**config.mk**
```make
export PLATFORM = sky130hd
export DESIGN_NAME = opportunistic_boost_control
export DESIGN_NICKNAME = d
export VERILOG_FILES = /design/src/core/boost_pkg.sv /design/src/core/opportunistic_boost_control.sv
export VERILOG_INCLUDE_DIRS = /design/src /design/src/core
export SDC_FILE = /design/constraint.sdc
export NUM_CORES = 2
export LEC_CHECK = 0
export BUFFER_PORTS_ARGS = -buffer_cell sky130_fd_sc_hd__buf_2
export CAP_MARGIN = 10
export CORE_MARGIN = 10
export CORE_UTILIZATION = 55
export CTS_BUF_LIST = sky130_fd_sc_hd__clkbuf_16
export CTS_CLUSTER_SIZE = 8
export DETAILED_ROUTE_END_ITERATION = 8
export GPL_TIMING_DRIVEN = 0
export PLACE_DENSITY = 0.74
export SYNTH_ARGS = -nofsm -noshare
export SYNTH_HDL_FRONTEND = slang
export SYNTH_SLANG_ARGS = --single-unit
```
**constraint.sdc**
```tcl
create_clock -name i_clk_sys -period 16.95 [get_ports i_clk_sys]
set_input_delay 0.8475 -clock i_clk_sys [delete_from_list [all_inputs] [get_ports i_clk_sys]]
set_output_delay 0.8475 -clock i_clk_sys [all_outputs]
set_load 0.01 [all_outputs]
```
**src/core/boost_cfg.svh**
```systemverilog
// Register offsets, field positions, reset values and counts for the boost control block.
`ifndef BOOST_CFG_SVH
`define BOOST_CFG_SVH

// ==========================================================================
// Register addresses
// ==========================================================================
`define ADDR_REF_COUNTER 12'h0e7
`define ADDR_ACT_COUNTER 12'h0e8
`define ADDR_PERF_STATE_READBACK 12'h198
`define ADDR_PERF_TARGET_CONTROL 12'h199
`define ADDR_MISC_FEATURE_ENABLES 12'h1a0

// ==========================================================================
// Field positions and constants
// ==========================================================================
`define BOOST_DISABLE_BIT 38
`define DISENGAGE_BIT 32
`define CAP_BOOST_BIT 1
`define CAP_LEAF_THERMAL 32'h0000_0006
`define NUM_LP 2
`define LP_IDX_W 1
`define ZERO64 64'h0000_0000_0000_0000
`define ONE64 64'h0000_0000_0000_0001
`define ALL_ONES64 64'hffff_ffff_ffff_ffff
`define RATIO_W 8
`define RATIO_ONE 8'h10

`endif

```
**src/core/boost_pkg.sv**
```systemverilog
// Types shared by the boost control block.
package boost_pkg;

	// ==========================================================================
	// Register access request
	// ==========================================================================
	typedef struct packed {
		logic rd;
		logic wr;
		logic [0:0] lp;
		logic [11:0] addr;
		logic [63:0] wdata;
	} reg_req_t;

	// Per logical processor execution and performance inputs.
	typedef struct packed {
		logic active;
		logic [7:0] ratio;
	} lp_state_t;

	typedef enum logic [1:0] {
		ST_NORMAL,
		ST_BOOSTED
	} boost_state_t;

endpackage

```
**src/core/opportunistic_boost_control.sv**
```systemverilog
// Boost enable, disengage control and actual/reference performance counters.
`timescale 1ns/1ps
`include "boost_cfg.svh"

module opportunistic_boost_control (
	input wire logic i_clk_sys,
	input wire logic i_rst,
	input wire logic i_boost_hw_present,
	input wire boost_pkg::reg_req_t i_req,
	input wire logic [31:0] i_cap_leaf,
	input wire boost_pkg::lp_state_t [`NUM_LP-1:0] i_lp,
	input wire logic i_thermal_headroom,
	input wire logic i_boost_criteria_met,
	input wire logic [15:0] i_cur_operating_point,
	output logic [63:0] o_rdata,
	output logic o_rvalid,
	output logic [31:0] o_cap_eax,
	output logic [`NUM_LP-1:0] o_boost_permitted,
	output logic [`NUM_LP-1:0] o_boosted
);

	// ==========================================================================
	// State
	// ==========================================================================
	logic strap_loaded;
	logic next_strap_loaded;
	logic boost_disable;
	logic next_boost_disable;
	logic [63:0] misc_feature_enables;
	logic [63:0] next_misc_feature_enables;
	logic [63:0] perf_target_control [`NUM_LP];
	logic [63:0] next_perf_target_control [`NUM_LP];
	logic [63:0] reference_perf_counter [`NUM_LP];
	logic [63:0] next_reference_perf_counter [`NUM_LP];
	logic [63:0] actual_perf_counter [`NUM_LP];
	logic [63:0] next_actual_perf_counter [`NUM_LP];
	boost_pkg::boost_state_t bstate [`NUM_LP];
	boost_pkg::boost_state_t next_bstate [`NUM_LP];
	logic [63:0] next_rdata;
	logic next_rvalid;

	// Adds an increment to a counter and flags a wrap out of the top bit.
	function automatic logic [64:0] count_add(input logic [63:0] v, input logic [63:0] inc);
		count_add = {1'b0, v} + {1'b0, inc};
	endfunction

	// Permitted only when the package bit and this processor's disengage bit are clear.
	function automatic logic permit(input logic dis, input logic [63:0] ctl);
		permit = !dis && !ctl[`DISENGAGE_BIT];
	endfunction

	// ==========================================================================
	// Package enable bit and control registers
	// ==========================================================================
	// The strap cannot load under async reset, so it is caught on the first clocked edge.
	always_comb begin
		next_strap_loaded = 1'b1;
		next_boost_disable = boost_disable;
		next_misc_feature_enables = misc_feature_enables;
		next_perf_target_control = perf_target_control;
		if (!strap_loaded) begin
			next_boost_disable = i_boost_hw_present;
		end else if (i_req.wr && i_req.addr == `ADDR_MISC_FEATURE_ENABLES) begin
			// Any processor writes the single package copy.
			next_boost_disable = i_req.wdata[`BOOST_DISABLE_BIT];
			next_misc_feature_enables = i_req.wdata;
		end
		if (i_req.wr && i_req.addr == `ADDR_PERF_TARGET_CONTROL) begin
			next_perf_target_control[i_req.lp] = i_req.wdata;
		end
	end

	always_ff @(posedge i_clk_sys or posedge i_rst) begin
		if (i_rst) begin
			strap_loaded <= 1'b0;
			boost_disable <= 1'b0;
			misc_feature_enables <= `ZERO64;
			for (int i = 0; i < `NUM_LP; i++) begin
				perf_target_control[i] <= `ZERO64;
			end
		end else begin
			strap_loaded <= next_strap_loaded;
			boost_disable <= next_boost_disable;
			misc_feature_enables <= next_misc_feature_enables;
			perf_target_control <= next_perf_target_control;
		end
	end

	// ==========================================================================
	// Boost state and counters
	// ==========================================================================
	// Boost is never guaranteed: headroom and internal criteria gate it each cycle.
	always_comb begin
		logic [64:0] r_sum;
		logic [64:0] a_sum;
		logic [63:0] a_inc;
		r_sum = '0;
		a_sum = '0;
		a_inc = `ZERO64;
		for (int i = 0; i < `NUM_LP; i++) begin
			next_bstate[i] = boost_pkg::ST_NORMAL;
			if (permit(boost_disable, perf_target_control[i]) && i_thermal_headroom
				&& i_boost_criteria_met && i_lp[i].active) begin
				next_bstate[i] = boost_pkg::ST_BOOSTED;
			end
			next_reference_perf_counter[i] = reference_perf_counter[i];
			next_actual_perf_counter[i] = actual_perf_counter[i];
			if (i_lp[i].active) begin
				// Ratio is in sixteenths of the reference rate; boosted adds one step.
				case (bstate[i])
					boost_pkg::ST_BOOSTED: a_inc = {56'h0, i_lp[i].ratio} + `ONE64;
					boost_pkg::ST_NORMAL: a_inc = {56'h0, i_lp[i].ratio};
					default: a_inc = {56'h0, i_lp[i].ratio};
				endcase
				r_sum = count_add(reference_perf_counter[i], {56'h0, `RATIO_ONE});
				a_sum = count_add(actual_perf_counter[i], a_inc);
				next_reference_perf_counter[i] = r_sum[63:0];
				next_actual_perf_counter[i] = a_sum[63:0];
				if (r_sum[64] || a_sum[64]) begin
					next_reference_perf_counter[i] = `ZERO64;
					next_actual_perf_counter[i] = `ZERO64;
				end
			end
			// A software write lands on the addressed counter of the addressed processor.
			if (i_req.wr && i_req.lp == i[`LP_IDX_W-1:0]) begin
				if (i_req.addr == `ADDR_REF_COUNTER) begin
					next_reference_perf_counter[i] = i_req.wdata;
				end
				if (i_req.addr == `ADDR_ACT_COUNTER) begin
					next_actual_perf_counter[i] = i_req.wdata;
				end
			end
		end
	end

	always_ff @(posedge i_clk_sys or posedge i_rst) begin
		if (i_rst) begin
			for (int i = 0; i < `NUM_LP; i++) begin
				bstate[i] <= boost_pkg::ST_NORMAL;
				reference_perf_counter[i] <= `ZERO64;
				actual_perf_counter[i] <= `ZERO64;
			end
		end else begin
			bstate <= next_bstate;
			reference_perf_counter <= next_reference_perf_counter;
			actual_perf_counter <= next_actual_perf_counter;
		end
	end

	// ==========================================================================
	// Read path and capability answer
	// ==========================================================================
	// Status bit 32 is tied low so the disengage bit never shows through.
	always_comb begin
		next_rvalid = i_req.rd;
		next_rdata = `ZERO64;
		case (i_req.addr)
			`ADDR_REF_COUNTER: next_rdata = reference_perf_counter[i_req.lp];
			`ADDR_ACT_COUNTER: next_rdata = actual_perf_counter[i_req.lp];
			`ADDR_PERF_TARGET_CONTROL: next_rdata = perf_target_control[i_req.lp];
			`ADDR_PERF_STATE_READBACK: next_rdata = {48'h0, i_cur_operating_point};
			`ADDR_MISC_FEATURE_ENABLES: begin
				next_rdata = misc_feature_enables;
				next_rdata[`BOOST_DISABLE_BIT] = boost_disable;
			end
			default: next_rdata = `ZERO64;
		endcase
		if (!i_req.rd) begin
			next_rdata = `ZERO64;
		end
	end

	always_ff @(posedge i_clk_sys or posedge i_rst) begin
		if (i_rst) begin
			o_rdata <= `ZERO64;
			o_rvalid <= 1'b0;
		end else begin
			o_rdata <= next_rdata;
			o_rvalid <= next_rvalid;
		end
	end

	// Capability word is combinational from the live package bit.
	always_comb begin
		o_cap_eax = 32'h0000_0000;
		if (i_cap_leaf == `CAP_LEAF_THERMAL) begin
			o_cap_eax[`CAP_BOOST_BIT] = !boost_disable;
		end
		for (int i = 0; i < `NUM_LP; i++) begin
			o_boost_permitted[i] = permit(boost_disable, perf_target_control[i]);
			o_boosted[i] = bstate[i] == boost_pkg::ST_BOOSTED;
		end
	end

	// ==========================================================================
	// Assertions
	// ==========================================================================
	property p_cap_off;
		@(posedge i_clk_sys) disable iff (i_rst)
		boost_disable |-> !o_cap_eax[`CAP_BOOST_BIT];
	endproperty
	a_cap_off: assert property (p_cap_off) else $error("capability set while disabled");

	property p_strap;
		@(posedge i_clk_sys) disable iff (i_rst)
		!strap_loaded |=> boost_disable == $past(i_boost_hw_present);
	endproperty
	a_strap: assert property (p_strap) else $error("disable bit missed strap");

	property p_disengage;
		@(posedge i_clk_sys) disable iff (i_rst)
		perf_target_control[0][`DISENGAGE_BIT] |=> !o_boosted[0];
	endproperty
	a_disengage: assert property (p_disengage) else $error("boost while disengaged");

	property p_pkg_disable;
		@(posedge i_clk_sys) disable iff (i_rst)
		boost_disable |=> o_boosted == '0;
	endproperty
	a_pkg_disable: assert property (p_pkg_disable) else $error("boost while disabled");

	property p_no_mirror;
		@(posedge i_clk_sys) disable iff (i_rst)
		i_req.rd && i_req.addr == `ADDR_PERF_STATE_READBACK |=> !o_rdata[`DISENGAGE_BIT];
	endproperty
	a_no_mirror: assert property (p_no_mirror) else $error("status bit 32 set");

	property p_lp_isolated;
		@(posedge i_clk_sys) disable iff (i_rst)
		i_req.wr && i_req.addr == `ADDR_PERF_TARGET_CONTROL && i_req.lp == 1'b0
			|=> $stable(perf_target_control[1]);
	endproperty
	a_lp_isolated: assert property (p_lp_isolated) else $error("other processor changed");

	property p_idle_hold;
		@(posedge i_clk_sys) disable iff (i_rst)
		!i_lp[0].active && !i_req.wr |=> $stable(reference_perf_counter[0]);
	endproperty
	a_idle_hold: assert property (p_idle_hold) else $error("counter ran while idle");

	property p_wrap_both;
		@(posedge i_clk_sys) disable iff (i_rst)
		i_lp[0].active && !i_req.wr && reference_perf_counter[0] == `ALL_ONES64
			|=> reference_perf_counter[0] == `ZERO64 && actual_perf_counter[0] == `ZERO64;
	endproperty
	a_wrap_both: assert property (p_wrap_both) else $error("overflow did not clear pair");

	property p_ratio;
		@(posedge i_clk_sys) disable iff (i_rst)
		o_boosted[1] && i_lp[1].active && !i_req.wr && i_lp[1].ratio == `RATIO_ONE
			&& actual_perf_counter[1] < `ALL_ONES64 - 64'h20
			&& reference_perf_counter[1] < `ALL_ONES64 - 64'h20
			|=> actual_perf_counter[1] - $past(actual_perf_counter[1])
				> reference_perf_counter[1] - $past(reference_perf_counter[1]);
	endproperty
	a_ratio: assert property (p_ratio) else $error("boost not visible in ratio");

endmodule

```
### After elaboration in Yosys (flattened, before gate mapping)

Cells that the tools add are included.
W data, S select, Z words.

* add/subtract/negate cells: 6
* magnitude comparators: 2
* eq/ne operators: 9
* multiplexer cells: 39
* bitwise operators: 2
* reduce and logical (&&, ||, !) cells: 19

Operators with widths (number)
* $mux W64: 29
* $pmux W64 S5: 1
* $add A64 B5 Y65 const B: 2
* $add A64 B64 Y65: 2
* $bwmux W128: 1
* $demux W64 S1: 1
* $eq A12 B9 Y1 const B: 3
* $eq A32 B3 Y1 const B: 1
* $eq A12 B8 Y1 const B: 2
* $add A8 B1 Y9 const B: 2
* $mux W9: 2
* $logic_and A1 B1 Y1: 13
* $mux W1: 5
* $eq A2 B1 Y1 const B: 2
* $logic_not A1 Y1: 3
* $ge A2 B2 Y1 const B: 1
* $logic_or A1 B1 Y1: 2
* $lt A2 B1 Y1 const B: 1
* $ne A2 B1 Y1 const B: 1
* $not A1 Y2: 1
* $reduce_and A2 Y1: 1
* $not A1 Y1: 1

* register bits: 519
* input bits: 150
* word-level logic and storage cells: 90

### Longest topological paths before layout

* depth after elaboration: 9
* gate-level depth with buffers: 15

### Worst setup path after synthesis

Ideal clock, no wire load.

* kind: input-to-reg
* from: input port i_lp[0] in the netlist's numbering
* to: register actual_perf_counter[107] in the netlist's numbering
* data arrival time: 3.456 ns
* required time: 16.831 ns
* slack: 13.375 ns
* cell stages on the path: 14
* cells stage by stage: ha_1 -> mux2_2 -> inv_1 -> fa_1 -> nand3b_1 -> a31oi_1 -> o31ai_1 -> or2_2 -> o32a_1 -> buf_6 -> nand2_4 -> buf_8 -> buf_12 -> o21ai_2

RTL lines
* start, declared: line opportunistic_boost_control.sv:11 `` input wire boost_pkg::lp_state_t [`NUM_LP-1:0] i_lp, ``
* end signal, assigned by index: line opportunistic_boost_control.sv:141 `` actual_perf_counter[i] <= `ZERO64; ``
* end signal, assigned: line opportunistic_boost_control.sv:146 `actual_perf_counter <= next_actual_perf_counter;`
* end, declared: line opportunistic_boost_control.sv:35 `` logic [63:0] actual_perf_counter [`NUM_LP]; ``

### Worst setup path in the final report

* from: input port i_req[69] in the netlist's numbering
* to: register o_rdata[55]

* longest elaborated chain between the ends: 3
* elaborated cells on any way between the ends: 7
* classes of those cells: eq/ne (5); mux (2)

Ends and longest elaborated chain
* start, declared: line opportunistic_boost_control.sv:9 `input wire boost_pkg::reg_req_t i_req,`
* $eq A12 B9 Y1 or $eq A12 B8 Y1 (tied branches): line opportunistic_boost_control.sv:157 `case (i_req.addr)`
* $pmux W64 S5 *: line opportunistic_boost_control.sv:157
* $mux W64 *: line opportunistic_boost_control.sv:168 `if (!i_req.rd) begin`
* via next_rdata[55]: line opportunistic_boost_control.sv:39 `logic [63:0] next_rdata;`
* end signal, assigned: line opportunistic_boost_control.sv:175 `` o_rdata <= `ZERO64; ``
* end signal, assigned: line opportunistic_boost_control.sv:178 `o_rdata <= next_rdata;`
* end, declared: line opportunistic_boost_control.sv:15 `output logic [63:0] o_rdata,`

Mark *: on every way through the listed nets, which the timed path passes. The rest lies on a longest branch.
A chain may end at the register's enable or synchronous reset.

==> results_dict.tcl <==
set metrics [dict create \
    design_area_mm2 0.0328 \
    drive_gt1_frac 0.198 \
    r2r_slack_ns 12.48 \
    fin_nets 3464 \
    synth_area_leaders "dfrtp_1 45%, mux2_2 9.1%, nand2_1 5.3%" \
    start_util 0.556 \
    synth.distinct_cells 78 \
    avgSynthCellArea_um2 9.67 \
    max-slew-margin-rel 0.0635 \
    critPathLaunchType "input port" \
    min_path_type "input port to async pin" \
    crit_buf_inv 4 \
    met2_length_um 53100 \
    leakagePower_uw 0.0145 \
    drv_slew 0 \
    r2r-start "bstate[0]$_DFF_PP0_" \
    grt_overflow 0 \
    ys_ff_latch 516 \
    critPathKind "input port to flip-flop" \
    die_area_mm2 0.0614 \
    antenna_found_initial 2 \
    cts_tree "yes" \
    crit_family "buffers and inverters" \
    vias_per_cell 6.71 \
    drt-total-wl_um 120000 \
    max_stage_delay_ns 0.96 \
    post-route-drc-count 0 \
    p_per_area_mw_per_mm2 94.3 \
    rsz0062_at_grt "false" \
    dr.pass1.iters 6 \
    placed_cells 3888 \
    htree_levels 3 \
    synthAdderAreaFrac 0.0128 \
    worstMarginPinSlew_ns 1.40 \
    clock.fmax_mhz 210 \
    finalHoldViolCount 0 \
    drtIter0Drc 3532 \
    gp_congestion 1.05 \
    fp.dieH_um 248 \
    grt_pass1_wl_um 175000 \
    synth-xor-area-share 0.0759 \
    synth-seq-area-share 0.453 \
    postCtsSetupRepairBufs 0 \
    worstPathMaxFanout 10 \
    maxCapViolCount 0 \
    antenna_left 0 \
    top_layer_used "met4" \
    whs_ns 0.287 \
    dieWidth_um 248 \
    crit_chain "buf_2, nor4b_1, nand4_1, nor2_1, buf_2, buf_1, buf_1, o221ai_1, a21oi_1" \
    fin_crit_ns 4.75 \
    synth_compound_area_frac 0.137 \
    cts_made_buffers 74 \
    avgRoutedWirePerCell_um 30.3 \
    cts.repair.resized 0 \
    grt_pass1_vias 26400 \
    clk_latency_ns 0.62 \
    synth_simple_gate_area_frac 0.176 \
    endpoint_kind "flip-flop" \
    synth_top_family_by_area "simple AND/OR/NAND/NOR gates" \
    async_reset_ff_frac 1.00 \
    setup_viol 0 \
    synth_cells 2949 \
    port_buffers 217 \
    crit_path_top_delay_cell "buf_1" \
    synthFlopType "dfrtp_1" \
    post_dp_cell_area_mm2 0.0308 \
    synth.top_cell.area_share 0.453 \
    finalNonFillerCells 3973 \
    ys_warn_count 0 \
    wl_met3_um 13200 \
    clockRootBuffer "clkbuf_16" \
    hold_buffers 0 \
    status "completed" \
    synth_edf_count 0 \
    cts_sinks 516 \
    synth_common_cells "516 x dfrtp_1, 400 x nand2_1, 231 x mux2_2, 199 x nor2_1, 145 x nand3_1" \
    crit_path_start "i_req[69]" \
    p_total_uw 3090 \
    grt_max_degree 101 \
    synth_area_mm2 0.0285 \
    synth_mux_area_frac 0.105 \
    core_mm2 0.0513 \
    ir_worst_vdd_v 0.0000801 \
    vias 26700 \
    fin_util 0.639 \
    arrival_ns 5.27 \
    fin_skew_ns 0.0272 \
    area_growth_pct 14.9 \
    grtUsageTotal 0.387 \
    hpwl_um 87900 \
    drt-met1-wl_um 45100 \
    cts.clk_slew.worst_paths_ns 0.04 \
    timing.final.crit_share 0.280 \
    synth_top_area_cell "dfrtp_1" \
    yosysMostFrequentCell "dfrtp_1" \
    clockBufferDepth 3 \
    ioPinCount 251 \
    crit_required_ns 17.47 \
    row_count 83 \
]
[layer usage]
metal / vias up / global-route usage
met5: - / 0
met1: 13200 / 0.496
met3: 466 / 0.0900
met4: 0 / 0.254
li1: 11200 / -
met2: 1783 / 0.580
[power by group]
group / switching (uW) / internal (uW) / total [uW]
clock: 543 / 784 / 1330
sequential: 66.0 / 1280 / 1340
combinational: 258 / 160 / 418
total: 867 / 2220 / 3090
[kinds of logic after synthesis]
group | after synthesis
adders and majority gates | 28
buffers and inverters | 254
AOI/OAI and AO/OA | 575
DFF | 516
other | 2
muxes | 269
xor gates and xnor gates | 247
and+or+nand+nor | 1058
[per-stage QoR]
stage          setup TNS [ns]  setup slack, ns
6_report                    0            12.20
5_1_grt                     0            12.25
4_1_cts                     0            12.50
3_5_place_dp                0            11.88
3_3_place_gp         -2007.05            -3.99
2_1_floorplan               0             1.69
[path summary, 6_finish.rpt]
| kind | end | cells past startpoint |
|---|---|---|
| worst max-delay path | o_rdata[55]$_DFF_PP0_ | 9 |
| worst min-delay path | o_rdata[51]$_DFF_PP0_ | 2 |
| worst max register to register | actual_perf_counter[50]$_DFF_PP0_ | 12 |
| worst min register to register | boost_disable$_DFFE_PP0P_ | 1 |
| max in group asynchronous | o_rdata[25]$_DFF_PP0_ | 6 |
| min in group i_clk_sys | o_rvalid$_DFF_PP0_ | 1 |
[final cells by class]
class / count / area, um^2
Antenna cell: 3 / 7.51
Buffer: 216 / 1020
Clock buffer: 76 / 1900
Clock inverter: 4 / 33.8
Fill cell: 4397 / 18500
Inverter: 38 / 150
Multi-Input combinational cell: 2209 / 14600
Sequential cell: 516 / 12900
Tap cell: 680 / 851
Timing Repair Buffer: 231 / 1320
[cells in the final DEF, fill, tap and decap left out, drive strengths merged, types with 15 or more instances in the layout]
cell type	instances
a21oi	136
a221oi	81
a22o	15
a22oi	64
and3	44
and4	24
buf	313
clkbuf	210
conb	32
dfrtp	516
ha	26
inv	40
mux2	231
mux2i	38
nand2	401
nand3	147
nand4	82
nor2	200
nor3	62
nor4	37
o21ai	129
o31ai	84
xnor2	141
xor2	106
[sequential cells by signal, indices dropped and copies added (netlist names)]
| register | flops |
|---|---|
| reference_perf_counter | 128 |
| misc_feature_enables | 63 |
| perf_target_control | 128 |
| bstate | 2 |
| actual_perf_counter | 128 |
| o_rvalid | 1 |
| strap_loaded | 1 |
| boost_disable | 1 |
| o_rdata | 64 |
Power figures use the tool's default switching activity.
